$ cat src/include/drive_state_map.svh
`ifndef DRIVE_STATE_MAP_SVH
`define DRIVE_STATE_MAP_SVH

// Parameter address of the panel lock setting
`define PANEL_LOCK_ADDR      16'h3A02
`define PANEL_LOCK_RESET     16'h0000
`define PANEL_LOCK_OFF       16'h0000
`define PANEL_LOCK_ON        16'h0001

// Speed threshold between states 3 and 4, in 1/min
`define SPEED_LIMIT_RPM      16'h03E8

// Clock cycles from brake close command to amplifier off
`define BRAKE_DELAY_CYCLES   16

// Reported state numbers
`define ST_NUM_START         4'h1
`define ST_NUM_NOT_READY     4'h2
`define ST_NUM_DISABLED      4'h3
`define ST_NUM_READY         4'h4
`define ST_NUM_SWITCHED_ON   4'h5
`define ST_NUM_OP_ENABLE     4'h6
`define ST_NUM_QUICK_STOP    4'h7
`define ST_NUM_FAULT_REACT   4'h8
`define ST_NUM_FAULT         4'h9

// Stored error class codes
`define ERR_NONE             3'h0
`define ERR_CLASS_1          3'h1
`define ERR_CLASS_2          3'h2
`define ERR_CLASS_34         3'h3
`define ERR_POWER_REMOVED    3'h4

`endif

$ cat src/include/drive_state_pkg.sv
package drive_state_pkg;

    typedef enum logic [8:0] {
        ST_START       = 9'b000000001,
        ST_NOT_READY   = 9'b000000010,
        ST_DISABLED    = 9'b000000100,
        ST_READY       = 9'b000001000,
        ST_SWITCHED_ON = 9'b000010000,
        ST_OP_ENABLE   = 9'b000100000,
        ST_QUICK_STOP  = 9'b001000000,
        ST_FAULT_REACT = 9'b010000000,
        ST_FAULT       = 9'b100000000
    } op_state_e;

    typedef enum logic [3:0] {
        RX_IDLE  = 4'b0001,
        RX_STOP  = 4'b0010,
        RX_BRAKE = 4'b0100,
        RX_OFF   = 4'b1000
    } react_e;

    typedef logic [2:0] err_class_t;

endpackage

$ cat src/rtl/input_sync_edge.sv
module input_sync_edge #(
    parameter int W = 3
) (
    input  wire logic         clk,
    input  wire logic         rst_n,
    input  wire logic [W-1:0] din,
    output logic      [W-1:0] level,
    output logic      [W-1:0] rise,
    output logic      [W-1:0] fall
);
    typedef struct packed {
        logic [W-1:0] meta;
        logic [W-1:0] sync;
        logic [W-1:0] prev;
    } sync_s;

    sync_s st_reg;
    sync_s st_next;

    always_comb begin
        st_next      = st_reg;
        st_next.meta = din;
        st_next.sync = st_reg.meta;
        st_next.prev = st_reg.sync;
    end

    always_ff @(posedge clk or negedge rst_n) begin
        if (!rst_n) begin
            st_reg <= '0;
        end else begin
            st_reg <= st_next;
        end
    end

    // Edges compare successive synchronised samples
    assign level = st_reg.sync;
    assign rise  = st_reg.sync & ~st_reg.prev;
    assign fall  = ~st_reg.sync & st_reg.prev;
endmodule // input_sync_edge

$ cat src/rtl/access_arbiter.sv
module access_arbiter (
    input  wire logic clk,
    input  wire logic rst_n,
    input  wire logic panel_lock,
    input  wire logic panel_jog_start,
    input  wire logic panel_tune_start,
    input  wire logic panel_release,
    input  wire logic sw_take,
    input  wire logic sw_release,
    output logic      panel_owns,
    output logic      sw_owns,
    output logic      panel_start_ok
);
    typedef struct packed {
        logic panel;
        logic sw;
    } own_s;

    own_s st_reg;
    own_s st_next;
    logic start_req;

    always_comb begin
        start_req      = panel_jog_start | panel_tune_start;
        panel_start_ok = start_req & ~panel_lock & ~st_reg.sw;
        st_next        = st_reg;
        if (panel_start_ok) begin
            st_next.panel = 1'b1;
        end else if (panel_release) begin
            st_next.panel = 1'b0;
        end
        if (sw_take && !st_reg.panel && !panel_start_ok) begin
            st_next.sw = 1'b1;
        end else if (sw_release) begin
            st_next.sw = 1'b0;
        end
    end

    always_ff @(posedge clk or negedge rst_n) begin
        if (!rst_n) begin
            st_reg <= '0;
        end else begin
            st_reg <= st_next;
        end
    end

    assign panel_owns = st_reg.panel;
    assign sw_owns    = st_reg.sw;
endmodule // access_arbiter

$ cat src/rtl/drive_state_machine.sv
`include "drive_state_map.svh"

// Behaviour
// - Report state as number 1..9; state 1 while electronics initialise.
// - Leave state 1 for state 2 when initialisation finished.
// - State 2 goes to state 3 once first commissioning is complete.
// - State 3 to 4 on encoder ok, bus voltage present or speed below 1000.
// - Any single listed condition is enough to fire the 3 to 4 or 4 to 3 transition.
// - Rising enable edge in state 4 moves to state 5.
// - Enable still high: 5 to 6, amplifier on, checks run, brake released.
// - State 4 falls to 3 on bus undervoltage or speed above 1000.
// - Enable falling in state 6 goes to 3, amplifier off at once.
// - Enable falling in 5 or 7 goes to 3; amplifier off despite quick stop.
// - Class 1 error in state 6 quick stops and enters state 7.
// - Class 2, 3 or 4 error sends any state other than 9 into state 8.
// - Class 2 reaction: quick stop, close brake, then amplifier off; with amplifier already off, 8 then 9 at once.
// - Class 3, 4 or power removal: amplifier off at once, 8 then 9.
// - Finished error reaction moves state 8 to state 9.
// - Cause removed then fault clear in state 9 clears error, goes to 3.
// - Fault clear in state 7 returns to 6 and resumes the mode.
// - Rising fault-clear edge clears fault and erases stored error.
// - State 6 with halt holds motor, amplifier on; else runs mode.
// - State 5: motor unpowered, amplifier ready, no mode running.
// - Panel jog or tuning takes exclusive control; software commands rejected.
// - Lock value 1 refuses panel parameters, jog, tuning and fault clear.
// - Hardware halt, fault clear and enable always act, whoever has control.
// - No-fault in 4,5,6; brake release in 6,7 and during class 2 quick stop in 8; active in 6 only.
module drive_state_machine
    import drive_state_pkg::*;
#(
    parameter int BRAKE_DELAY = `BRAKE_DELAY_CYCLES
) (
    input  wire logic        REF_CLK,
    input  wire logic        RESETN,
    input  wire logic        ENABLE,
    input  wire logic        FAULT_RESET,
    input  wire logic        HALT,
    input  wire logic        INIT_DONE,
    input  wire logic        COMMISSIONED,
    input  wire logic        ENCODER_OK,
    input  wire logic        DC_BUS_OK,
    input  wire logic        DC_BUS_UNDERVOLT,
    input  wire logic [15:0] SPEED_RPM,
    input  wire logic        ERR_CLASS1,
    input  wire logic        ERR_CLASS2,
    input  wire logic        ERR_CLASS34,
    input  wire logic        POWER_REMOVED,
    input  wire logic        QSTOP_DONE,
    input  wire logic        PANEL_JOG_START,
    input  wire logic        PANEL_TUNE_START,
    input  wire logic        PANEL_RELEASE,
    input  wire logic        PANEL_PARAM_REQ,
    input  wire logic        PANEL_FAULT_CLEAR,
    input  wire logic        SW_TAKE,
    input  wire logic        SW_RELEASE,
    input  wire logic        SW_CMD_REQ,
    input  wire logic        PARAM_WR,
    input  wire logic        PARAM_RD,
    input  wire logic [15:0] PARAM_ADDR,
    input  wire logic [15:0] PARAM_WDATA,
    output logic      [15:0] PARAM_RDATA,
    output logic             PARAM_ACK,
    output logic             PARAM_ERR,
    output logic      [3:0]  STATE_NUM,
    output logic             NO_FAULT,
    output logic             BRAKE_RELEASE,
    output logic             ACTIVE,
    output logic             AMP_ON,
    output logic             QUICK_STOP,
    output logic             MODE_RUN,
    output logic             HOLD_STILL,
    output logic             PHASE_CHECK,
    output logic      [2:0]  ERROR_CODE,
    output logic             PANEL_OWNS,
    output logic             SW_OWNS,
    output logic             PANEL_ACCEPT,
    output logic             PANEL_REJECT,
    output logic             SW_REJECT
);

    typedef struct packed {
        op_state_e   state;
        react_e      react;
        logic [15:0] brake_cnt;
        err_class_t  err;
        logic [15:0] lock;
        logic [15:0] rdata;
        logic        ack;
        logic        perr;
        logic [3:0]  num;
        logic        no_fault;
        logic        brake_rel;
        logic        active;
        logic        amp;
        logic        qstop;
        logic        mode_run;
        logic        hold;
        logic        phase_chk;
        logic        p_owns;
        logic        s_owns;
        logic        p_acc;
        logic        p_rej;
        logic        s_rej;
    } core_s;

    core_s st_reg;
    core_s st_next;

    logic [2:0] pin_level;
    logic [2:0] pin_rise;
    logic [2:0] pin_fall;
    logic       en_lvl;
    logic       en_rise;
    logic       en_fall;
    logic       fr_rise;
    logic       halt_lvl;
    logic       panel_lock;
    logic       panel_owns;
    logic       sw_owns;
    logic       panel_start_ok;
    logic       fault_clear;
    logic       hard_err;
    logic       cause_gone;
    logic       speed_low;
    logic       speed_high;

    function automatic logic [3:0] state_num(input op_state_e s);
        case (s)
            ST_START:       state_num = `ST_NUM_START;
            ST_NOT_READY:   state_num = `ST_NUM_NOT_READY;
            ST_DISABLED:    state_num = `ST_NUM_DISABLED;
            ST_READY:       state_num = `ST_NUM_READY;
            ST_SWITCHED_ON: state_num = `ST_NUM_SWITCHED_ON;
            ST_OP_ENABLE:   state_num = `ST_NUM_OP_ENABLE;
            ST_QUICK_STOP:  state_num = `ST_NUM_QUICK_STOP;
            ST_FAULT_REACT: state_num = `ST_NUM_FAULT_REACT;
            ST_FAULT:       state_num = `ST_NUM_FAULT;
            default:        state_num = `ST_NUM_START;
        endcase
    endfunction

    // Hardware pins pass two flip-flops before use
    input_sync_edge #(
        .W (3)
    ) u_pins (
        .clk   (REF_CLK),
        .rst_n (RESETN),
        .din   ({HALT, FAULT_RESET, ENABLE}),
        .level (pin_level),
        .rise  (pin_rise),
        .fall  (pin_fall)
    );

    access_arbiter u_access (
        .clk              (REF_CLK),
        .rst_n            (RESETN),
        .panel_lock       (panel_lock),
        .panel_jog_start  (PANEL_JOG_START),
        .panel_tune_start (PANEL_TUNE_START),
        .panel_release    (PANEL_RELEASE),
        .sw_take          (SW_TAKE),
        .sw_release       (SW_RELEASE),
        .panel_owns       (panel_owns),
        .sw_owns          (sw_owns),
        .panel_start_ok   (panel_start_ok)
    );

    always_comb begin
        en_lvl      = pin_level[0];
        en_rise     = pin_rise[0];
        en_fall     = pin_fall[0];
        fr_rise     = pin_rise[1];
        halt_lvl    = pin_level[2];
        panel_lock  = (st_reg.lock == `PANEL_LOCK_ON);
        // Hardware fault clear is never gated by the access owner
        fault_clear = fr_rise | (PANEL_FAULT_CLEAR & ~panel_lock & ~sw_owns);
        hard_err    = ERR_CLASS34 | POWER_REMOVED;
        cause_gone  = ~ERR_CLASS1 & ~ERR_CLASS2 & ~hard_err;
        speed_low   = (SPEED_RPM < `SPEED_LIMIT_RPM);
        speed_high  = (SPEED_RPM > `SPEED_LIMIT_RPM);
    end

    always_comb begin
        st_next           = st_reg;
        st_next.ack       = 1'b0;
        st_next.perr      = 1'b0;
        st_next.p_acc     = 1'b0;
        st_next.p_rej     = 1'b0;
        st_next.s_rej     = 1'b0;
        st_next.phase_chk = 1'b0;
        st_next.p_owns    = panel_owns;
        st_next.s_owns    = sw_owns;

        // Parameter channel from the commissioning software
        if (PARAM_WR || PARAM_RD) begin
            st_next.ack = 1'b1;
            if (PARAM_ADDR != `PANEL_LOCK_ADDR) begin
                st_next.perr = 1'b1;
            end else if (PARAM_WR && panel_owns) begin
                st_next.perr = 1'b1;
            end else if (PARAM_WR) begin
                if (PARAM_WDATA == `PANEL_LOCK_OFF || PARAM_WDATA == `PANEL_LOCK_ON) begin
                    st_next.lock = PARAM_WDATA;
                end else begin
                    st_next.perr = 1'b1;
                end
            end else begin
                st_next.rdata = st_reg.lock;
            end
        end

        // Panel requests and software command filtering
        if (PANEL_PARAM_REQ || PANEL_FAULT_CLEAR) begin
            if (panel_lock || sw_owns) begin
                st_next.p_rej = 1'b1;
            end else begin
                st_next.p_acc = 1'b1;
            end
        end
        if ((PANEL_JOG_START || PANEL_TUNE_START) && !panel_start_ok) begin
            st_next.p_rej = 1'b1;
        end
        if (SW_CMD_REQ && panel_owns) begin
            st_next.s_rej = 1'b1;
        end

        // Stored error: a new error wins over a clear in the same cycle
        if (fault_clear) begin
            st_next.err = `ERR_NONE;
        end
        if (POWER_REMOVED) begin
            st_next.err = `ERR_POWER_REMOVED;
        end else if (ERR_CLASS34) begin
            st_next.err = `ERR_CLASS_34;
        end else if (ERR_CLASS2) begin
            st_next.err = `ERR_CLASS_2;
        end else if (ERR_CLASS1 && st_reg.state == ST_OP_ENABLE) begin
            st_next.err = `ERR_CLASS_1;
        end

        // One transition per cycle; error entry checked first
        if (hard_err && st_reg.state != ST_FAULT && st_reg.react != RX_OFF) begin
            st_next.state = ST_FAULT_REACT;
            st_next.react = RX_OFF;
            st_next.amp   = 1'b0;
            st_next.qstop = 1'b0;
        end else if (ERR_CLASS2 && st_reg.state != ST_FAULT_REACT
                     && st_reg.state != ST_FAULT) begin
            st_next.state = ST_FAULT_REACT;
            st_next.react = st_reg.amp ? RX_STOP : RX_OFF;
            st_next.qstop = st_reg.amp;
        end else begin
            case (st_reg.state)
                ST_START: begin
                    if (INIT_DONE) begin
                        st_next.state = ST_NOT_READY;
                    end
                end
                ST_NOT_READY: begin
                    if (COMMISSIONED) begin
                        st_next.state = ST_DISABLED;
                    end
                end
                ST_DISABLED: begin
                    if (ENCODER_OK || DC_BUS_OK || speed_low) begin
                        st_next.state = ST_READY;
                    end
                end
                ST_READY: begin
                    if (DC_BUS_UNDERVOLT || speed_high) begin
                        st_next.state = ST_DISABLED;
                    end else if (en_rise) begin
                        st_next.state = ST_SWITCHED_ON;
                    end
                end
                ST_SWITCHED_ON: begin
                    if (en_fall || !en_lvl) begin
                        st_next.state = ST_DISABLED;
                    end else begin
                        st_next.state     = ST_OP_ENABLE;
                        st_next.amp       = 1'b1;
                        st_next.phase_chk = 1'b1;
                    end
                end
                ST_OP_ENABLE: begin
                    if (en_fall) begin
                        st_next.state = ST_DISABLED;
                        st_next.amp   = 1'b0;
                    end else if (ERR_CLASS1) begin
                        st_next.state = ST_QUICK_STOP;
                        st_next.qstop = 1'b1;
                    end
                end
                ST_QUICK_STOP: begin
                    if (en_fall) begin
                        st_next.state = ST_DISABLED;
                        st_next.amp   = 1'b0;
                        st_next.qstop = 1'b0;
                    end else if (fault_clear) begin
                        st_next.state = ST_OP_ENABLE;
                        st_next.qstop = 1'b0;
                    end
                end
                ST_FAULT_REACT: begin
                    case (st_reg.react)
                        RX_STOP: begin
                            if (QSTOP_DONE) begin
                                st_next.react     = RX_BRAKE;
                                st_next.qstop     = 1'b0;
                                st_next.brake_cnt = 16'(BRAKE_DELAY);
                            end
                        end
                        RX_BRAKE: begin
                            if (st_reg.brake_cnt <= 16'h0001) begin
                                st_next.react = RX_OFF;
                                st_next.amp   = 1'b0;
                            end else begin
                                st_next.brake_cnt = st_reg.brake_cnt - 16'h0001;
                            end
                        end
                        RX_OFF: begin
                            st_next.state = ST_FAULT;
                            st_next.react = RX_IDLE;
                            st_next.amp   = 1'b0;
                        end
                        default: begin
                            st_next.react = RX_OFF;
                        end
                    endcase
                end
                ST_FAULT: begin
                    if (fault_clear && cause_gone) begin
                        st_next.state = ST_DISABLED;
                    end
                end
                default: begin
                    st_next.state = ST_START;
                end
            endcase
        end

        // Amplifier off wherever the next state leaves it unpowered
        if (st_next.state != ST_OP_ENABLE && st_next.state != ST_QUICK_STOP
            && st_next.state != ST_FAULT_REACT) begin
            st_next.amp   = 1'b0;
            st_next.qstop = 1'b0;
        end

        // Registered status outputs follow the next state
        st_next.num       = state_num(st_next.state);
        st_next.no_fault  = (st_next.state == ST_READY) || (st_next.state == ST_SWITCHED_ON)
                            || (st_next.state == ST_OP_ENABLE);
        st_next.brake_rel = ((st_next.state == ST_OP_ENABLE) || (st_next.state == ST_QUICK_STOP)
                            || (st_next.state == ST_FAULT_REACT))
                            && !(st_next.react == RX_BRAKE || st_next.react == RX_OFF);
        st_next.active    = (st_next.state == ST_OP_ENABLE);
        st_next.mode_run  = (st_next.state == ST_OP_ENABLE) && !halt_lvl;
        st_next.hold      = (st_next.state == ST_OP_ENABLE) && halt_lvl;
    end

    always_ff @(posedge REF_CLK or negedge RESETN) begin
        if (!RESETN) begin
            st_reg       <= '0;
            st_reg.state <= ST_START;
            st_reg.react <= RX_IDLE;
            st_reg.lock  <= `PANEL_LOCK_RESET;
            st_reg.num   <= `ST_NUM_START;
        end else begin
            st_reg <= st_next;
        end
    end

    assign PARAM_RDATA   = st_reg.rdata;
    assign PARAM_ACK     = st_reg.ack;
    assign PARAM_ERR     = st_reg.perr;
    assign STATE_NUM     = st_reg.num;
    assign NO_FAULT      = st_reg.no_fault;
    assign BRAKE_RELEASE = st_reg.brake_rel;
    assign ACTIVE        = st_reg.active;
    assign AMP_ON        = st_reg.amp;
    assign QUICK_STOP    = st_reg.qstop;
    assign MODE_RUN      = st_reg.mode_run;
    assign HOLD_STILL    = st_reg.hold;
    assign PHASE_CHECK   = st_reg.phase_chk;
    assign ERROR_CODE    = st_reg.err;
    assign PANEL_OWNS    = st_reg.p_owns;
    assign SW_OWNS       = st_reg.s_owns;
    assign PANEL_ACCEPT  = st_reg.p_acc;
    assign PANEL_REJECT  = st_reg.p_rej;
    assign SW_REJECT     = st_reg.s_rej;
endmodule // drive_state_machine

$ cat config.mk
export PLATFORM = sky130hd
export DESIGN_NAME = drive_state_machine
export DESIGN_NICKNAME = d
export VERILOG_FILES = /design/src/include/drive_state_pkg.sv /design/src/rtl/input_sync_edge.sv /design/src/rtl/access_arbiter.sv /design/src/rtl/drive_state_machine.sv
export VERILOG_INCLUDE_DIRS = /design/src /design/src/include
export SDC_FILE = /design/constraint.sdc
export NUM_CORES = 1
export LEC_CHECK = 0
export CAP_MARGIN = 20
export CORE_ASPECT_RATIO = 2
export CORE_MARGIN = 2
export CORE_UTILIZATION = 68
export DETAILED_ROUTE_END_ITERATION = 8
export DONT_BUFFER_PORTS = 1
export GPL_TIMING_DRIVEN = 0
export PLACE_DENSITY_LB_ADDON = 0.05
export SLEW_MARGIN = 20
export SYNTH_ARGS = -nofsm -noshare
export SYNTH_HDL_FRONTEND = slang
export SYNTH_HIERARCHICAL = 1
export SYNTH_SLANG_ARGS = --single-unit
$ cat constraint.sdc
create_clock -name REF_CLK -period 4.54 [get_ports REF_CLK]
set_input_delay 0.681 -clock REF_CLK [delete_from_list [all_inputs] [get_ports REF_CLK]]
set_output_delay 0.681 -clock REF_CLK [all_outputs]
set_load 0.02 [all_outputs]
==> Word level (Yosys, flattened, before mapping) <==
Index checks and enable logic that the tools add are counted.
{ "word_totals": {"register_bits": 93, "inputBits": 73, "out_inout_bits": 38, "elab_cells": 207} }
{ "classes": {"n_addsub": 1, "order_cmp": 3, "eq_ne": 43, "mux": 62, "bitwise_logic": 23, "n_reduce_logical": 48} }
{ "ops": {"columns": ["operator", "n"], "rows": [
  ["$mux 9", 11],
  ["$pmux 9 s9", 1],
  ["$mux 20", 2],
  ["$eq 16x1->1 const B", 2],
  ["$pmux 16 s2", 1],
  ["$pmux 4 s8", 1],
  ["$mux 1", 27],
  ["$mux 13", 2],
  ["$eq 9x2->1 const B", 2],
  ["$eq 9x3->1 const B", 2],
  ["$eq 9x4->1 const B", 2],
  ["$eq 9x5->1 const B", 2],
  ["$eq 9x6->1 const B", 2],
  ["$eq 9x7->1 const B", 2],
  ["$eq 9x8->1 const B", 2],
  ["$eq 9x9->1 const B", 2],
  ["$ne 9x8->1 const B", 2],
  ["$reduce_and 6->1", 3],
  ["$gt 16x10->1 const B", 1],
  ["$le 16x1->1 const B", 1],
  ["$logic_and 1x1->1", 16],
  ["$logic_not 16->1", 1],
  ["$lt 16x10->1 const B", 1],
  ["$mux 16", 1],
  ["other kinds (38)", 91]
]} }

==> Depth between registers and ports, before layout <==
{ "depth": {"depth_word": 15, "ltp_mapped": 9, "ltp_nobuf": 8} }

==> Modules after synthesis <==
The synthesis kept the hierarchy.
{ "modules_own_cells": {"columns": ["module", "instances", "cells_each", "area_per_inst_um2", "seq_area_each_um2"], "rows": [
  ["drive_state_machine", 1, 446, 4401.7, 2080.7],
  ["input_sync_edge", 1, 18, 300.3, 225.2],
  ["access_arbiter", 1, 9, 93.8, 50.0]
]} }

==> Worst setup path before layout <==
OpenSTA, ideal clock, no wires.
{ "synth_path": {"path_type": "input to register", "start": "input PARAM_ADDR[0]", "end": "register st_reg (netlist bit PARAM_RDATA[10])", "setup_ns": 0.125, "t_arrival_ns": 2.481, "required_time_ns": 4.415, "setup_slack_ns": 1.934, "path_stages": 5, "path_buffers": 1, "cell_sequence": "nor4b_1 nand4_1 nor3b_1 clkbuf_1 mux2_2"} }
{ "synth_via": {"elab_chain_cells": 3} }
{ "synth_rtl": {"columns": ["element", "line_no", "rtl"], "rows": [
  ["start, declared", "drive_state_machine.sv:59", "input wire logic [15:0] PARAM_ADDR,"],
  ["$ne 16x14->1 (no line)", null, null],
  ["$not 1->1 (no line)", null, null],
  ["$reduce_and 4->1 (no line)", null, null],
  ["end signal, assigned", "drive_state_machine.sv:369", "st_reg <= st_next;"],
  ["end, declared", "drive_state_machine.sv:106", "core_s st_reg;"]
]} }
No other way between the ends.
A chain may end at the register's enable or synchronous reset.

==> Worst setup path after layout <==
{ "layout_path": {"start": "register st_reg[79] (netlist bit)", "end": "register st_reg[68] (netlist bit)"} }
{ "layout_via": {"elab_chain_cells": 5, "word_cells_on_any_way": 10, "classes_between": "3 x eq/ne; 2 x bitwise; 5 x reduce/logical"} }
{ "layout_rtl": {"columns": ["element", "line_no"], "rows": [
  ["$ne 9x8->1 or $ne 9x9->1 (tied branches)", "drive_state_machine.sv:247, drive_state_machine.sv:242, drive_state_machine.sv:248"],
  ["$logic_and 1x1->1 (on tied branches)", "drive_state_machine.sv:247, drive_state_machine.sv:242"],
  ["$logic_and 1x1->1 (on tied branches)", "drive_state_machine.sv:248, drive_state_machine.sv:242"],
  ["$not 1->1 (no line)", null],
  ["$reduce_and 6->1 (no line) (*)", null]
]} }
Every way passes the cells marked *; elsewhere a longest branch is shown, timed or not.

==> summary.md <==
| Metric | Value |
|---|---|
| Status | `completed` |
| Max Buffers Root-to-Sink | `2` |
| Rows | `43` |
| Final setup slack of the worst path | `around 1400 ps` |
| CP Capture Type | `flip-flop` |
| Slew margin rel. | `0.2896` |
| Worst slew pin tran | `approximately 1100 ps` |
| Worst path most repeated cell | `clkbuf_1` |
| Crit path DAT | `between 3000 and 4000 ps` |
| Initial antenna violation count | `0` |
| Area grow syn2layout | `9.033%` |
| Max-slew violations | `0` |
| Clk sink count | `93` |
| Clock power share | `0.343` |
| Initial Utilization | `0.6933` |
| Detail Route Antenna Nets | `0` |
| Setup Skew | `~5.4 ps` |
| Antenna cell count | `0` |
| Yosys warnings | `6` |
| CTS tree | `yes` |
| Leak | `around 0.0024 uW` |
| Number of flip-flops in the largest register | `between 40 and 50` |
| Average wire per standard cell | `20.41 um` |
| CP startpoint kind | `flip-flop` |
| Syn avg cell area | `about 10 um^2` |
| Vias | `~3,900` |
| Vias per cell | `slightly below 7` |
| Worst path required time | `approximately 4800 ps` |
| H-tree lvl count | `3` |
| Place WS | `1417 ps` |
| Comb power frac | `0.245` |
| Post-CTS Setup Inserts | `0` |
| Final-report setup violation count | `0` |
| Fin nets | `around 550` |
| Ratio of final minimum period to clock period | `0.6880` |
| Reg-to-Reg Start | `st_reg[79]` |
| Clock transition at path regs | `70 ps` |
| Clk root buf | `clkbuf_16` |
| Slowest library cell on the worst path | `or4_4` |
| Sequential power share | `0.412` |
| Hold Path Class | `input port to asynchronous set/reset pin` |
| Routability Congestion | `0.9292` |
| Global route total overflow | `0` |
| Clk_lat worst skew | `~340 ps` |
| DRT Pass-1 Iters | `5` |
| CTS-repair resized insts | `0` |
| Hold Worst Slack | `roughly 25 ps` |
| Power Internal | `approximately 1500 uW` |
| Worst r2r path cells | `9` |
| Crit path cell chain | `buf_2 > or4_4 > or4b_1 > clkbuf_1 > o21ai_2 > nand2b_1 > clkbuf_1 > o21ai_0 > o41ai_2` |
| Number of hold buffers added after CTS | `0` |
| DR iter-0 viols | `351` |
| Switching part of the total | `0.3101` |
| VDD IR max | `about 400 uV` |
| Die area | `~7700 um^2` |
| Share of layout cells above drive strength 1 | `0.1781` |
| Die Y | `around 120 um` |
| # fillers | `between 400 and 500` |
| Largest net degree at the start of global routing | `94` |
| Max frequency | `~0.32 GHz` |
| Gate Count Post-Synth | `between 400 and 500` |
| Number of global-route vias before repair | `3,864` |
| Fin. Hold Viols | `0` |
| Netlist Area Pre-Place | `around 4700 um^2` |
| Delay-heaviest family, CP | `simple AND/OR/NAND/NOR gates` |
| R2r setup slk | `1420 ps` |
| Fin crit period | `about 3100 ps` |
| CP bufs+invs | `3` |
| DIE WIDTH | `roughly 63 um` |
| Critical path's largest stage delay | `roughly 570 ps` |
| DRC viols | `0` |
| Setup TNS | `0 ps` |
| Hpwl dp | `8334 um` |
| First-pass GRT wire length | `between 15,000 and 20,000 um` |
| Final instance area | `between 5000 and 6000 um^2` |
| Maxcap violations | `0` |
| Crit Path Max Fanout | `10` |
| Critical path class | `flip-flop to flip-flop` |
| Port Buffers | `0` |
| Pwr/cell area | `433.7 nW/um^2` |
| Drt total wl | `around 12,000 um` |
| Core area | `approximately 6800 um^2` |
| # IOs | `111` |
| Reg2reg end | `st_reg[68]` |
| Number of CTS-inserted buffers | `9` |
| Placed instance area | `4856 um^2` |
| Unrepaired setup endpoints after global routing | `no` |
| Net Count, Synth | `543` |
| NetSw | `694.6 uW` |
| Overall Global Routing Usage | `0.3210` |
## power groups by stage
stage / Clock [uW] / Combinational [uW] / Sequential, uW
CTS: 778 / 533 / 923
global placement: 0 / 517 / 936
detailed placement: 0 / 526 / 938
global route: 802 / 604 / 929
floorplan: 0 / 422 / 929
finish: 768 / 548 / 924
## per-layer routing
metal / part of all wire / vias up / GRT usage
met4: 0.031 / 0 / 0.1319
met1: 0.38 / 1910 / 0.3981
met3: 0.074 / 39 / 0.07479
met5: 0 / - / 0
met2: 0.51 / 214 / 0.5379
li1: - / 1717 / -
## worst max-delay path by stage
stage	start	slack, ps	endpoint	cells past startpoint
after floorplan	PARAM_ADDR[0]	1930	PARAM_RDATA[10]	5
after global placement	st_reg[79]	1540	st_reg[68]	9
after detailed placement	PARAM_ADDR[8]	1420	PARAM_RDATA[14]	5
after CTS	st_reg[76]	1460	st_reg[68]	9
after global routing	st_reg[79]	1230	st_reg[68]	9
final	st_reg[79]	1420	st_reg[68]	9
## cell type report
| type | count | area [um^2] | share of cell area |
|---|---|---|---|
| buffer | 40 | 257.7 | 0.04990 |
| clock buffer | 11 | 252.7 | 0.04893 |
| clock inverter | 4 | 56.30 | 0.01090 |
| inverter | 14 | 52.55 | 0.01017 |
| multi-input combinational | 321 | 2102 | 0.4070 |
| sequential | 93 | 2331 | 0.4513 |
| tap | 90 | 112.6 | 0.02180 |
## stage by stage
stage / total power (uW) / utilization / std cells
4_1_cts: 2234 / 0.7559 / 573
5_1_grt: 2335 / 0.7559 / 573
6_report: 2240 / 0.7559 / 573
2_1_floorplan: 1351 / - / 468
3_3_place_gp: 1453 / 0.7098 / 558
3_5_place_dp: 1464 / 0.7107 / 558
## worst reg2reg max path: stages, from the launching register on
cell and delay (ps):
dfrtp_1 350, buf_2 180, or4_4 570, or4b_1 520, clkbuf_1 210, o21ai_2 200, nand2b_1 290, clkbuf_1 290
o21ai_0 280, o41ai_2 110
## placed cells by master, fill, tap and decap left out, drive strengths merged, types with 10 or more instances in the layout
cell type,n
nor2b,20
clkbuf,21
nor3,16
nor2,43
inv,15
nand2,22
nand2b,10
nor4,15
dfrtp,90
a21oi,21
buf,30
o21ai,33
nand3,10
mux2,17
No activity file was read; power rests on OpenSTA's default activity.
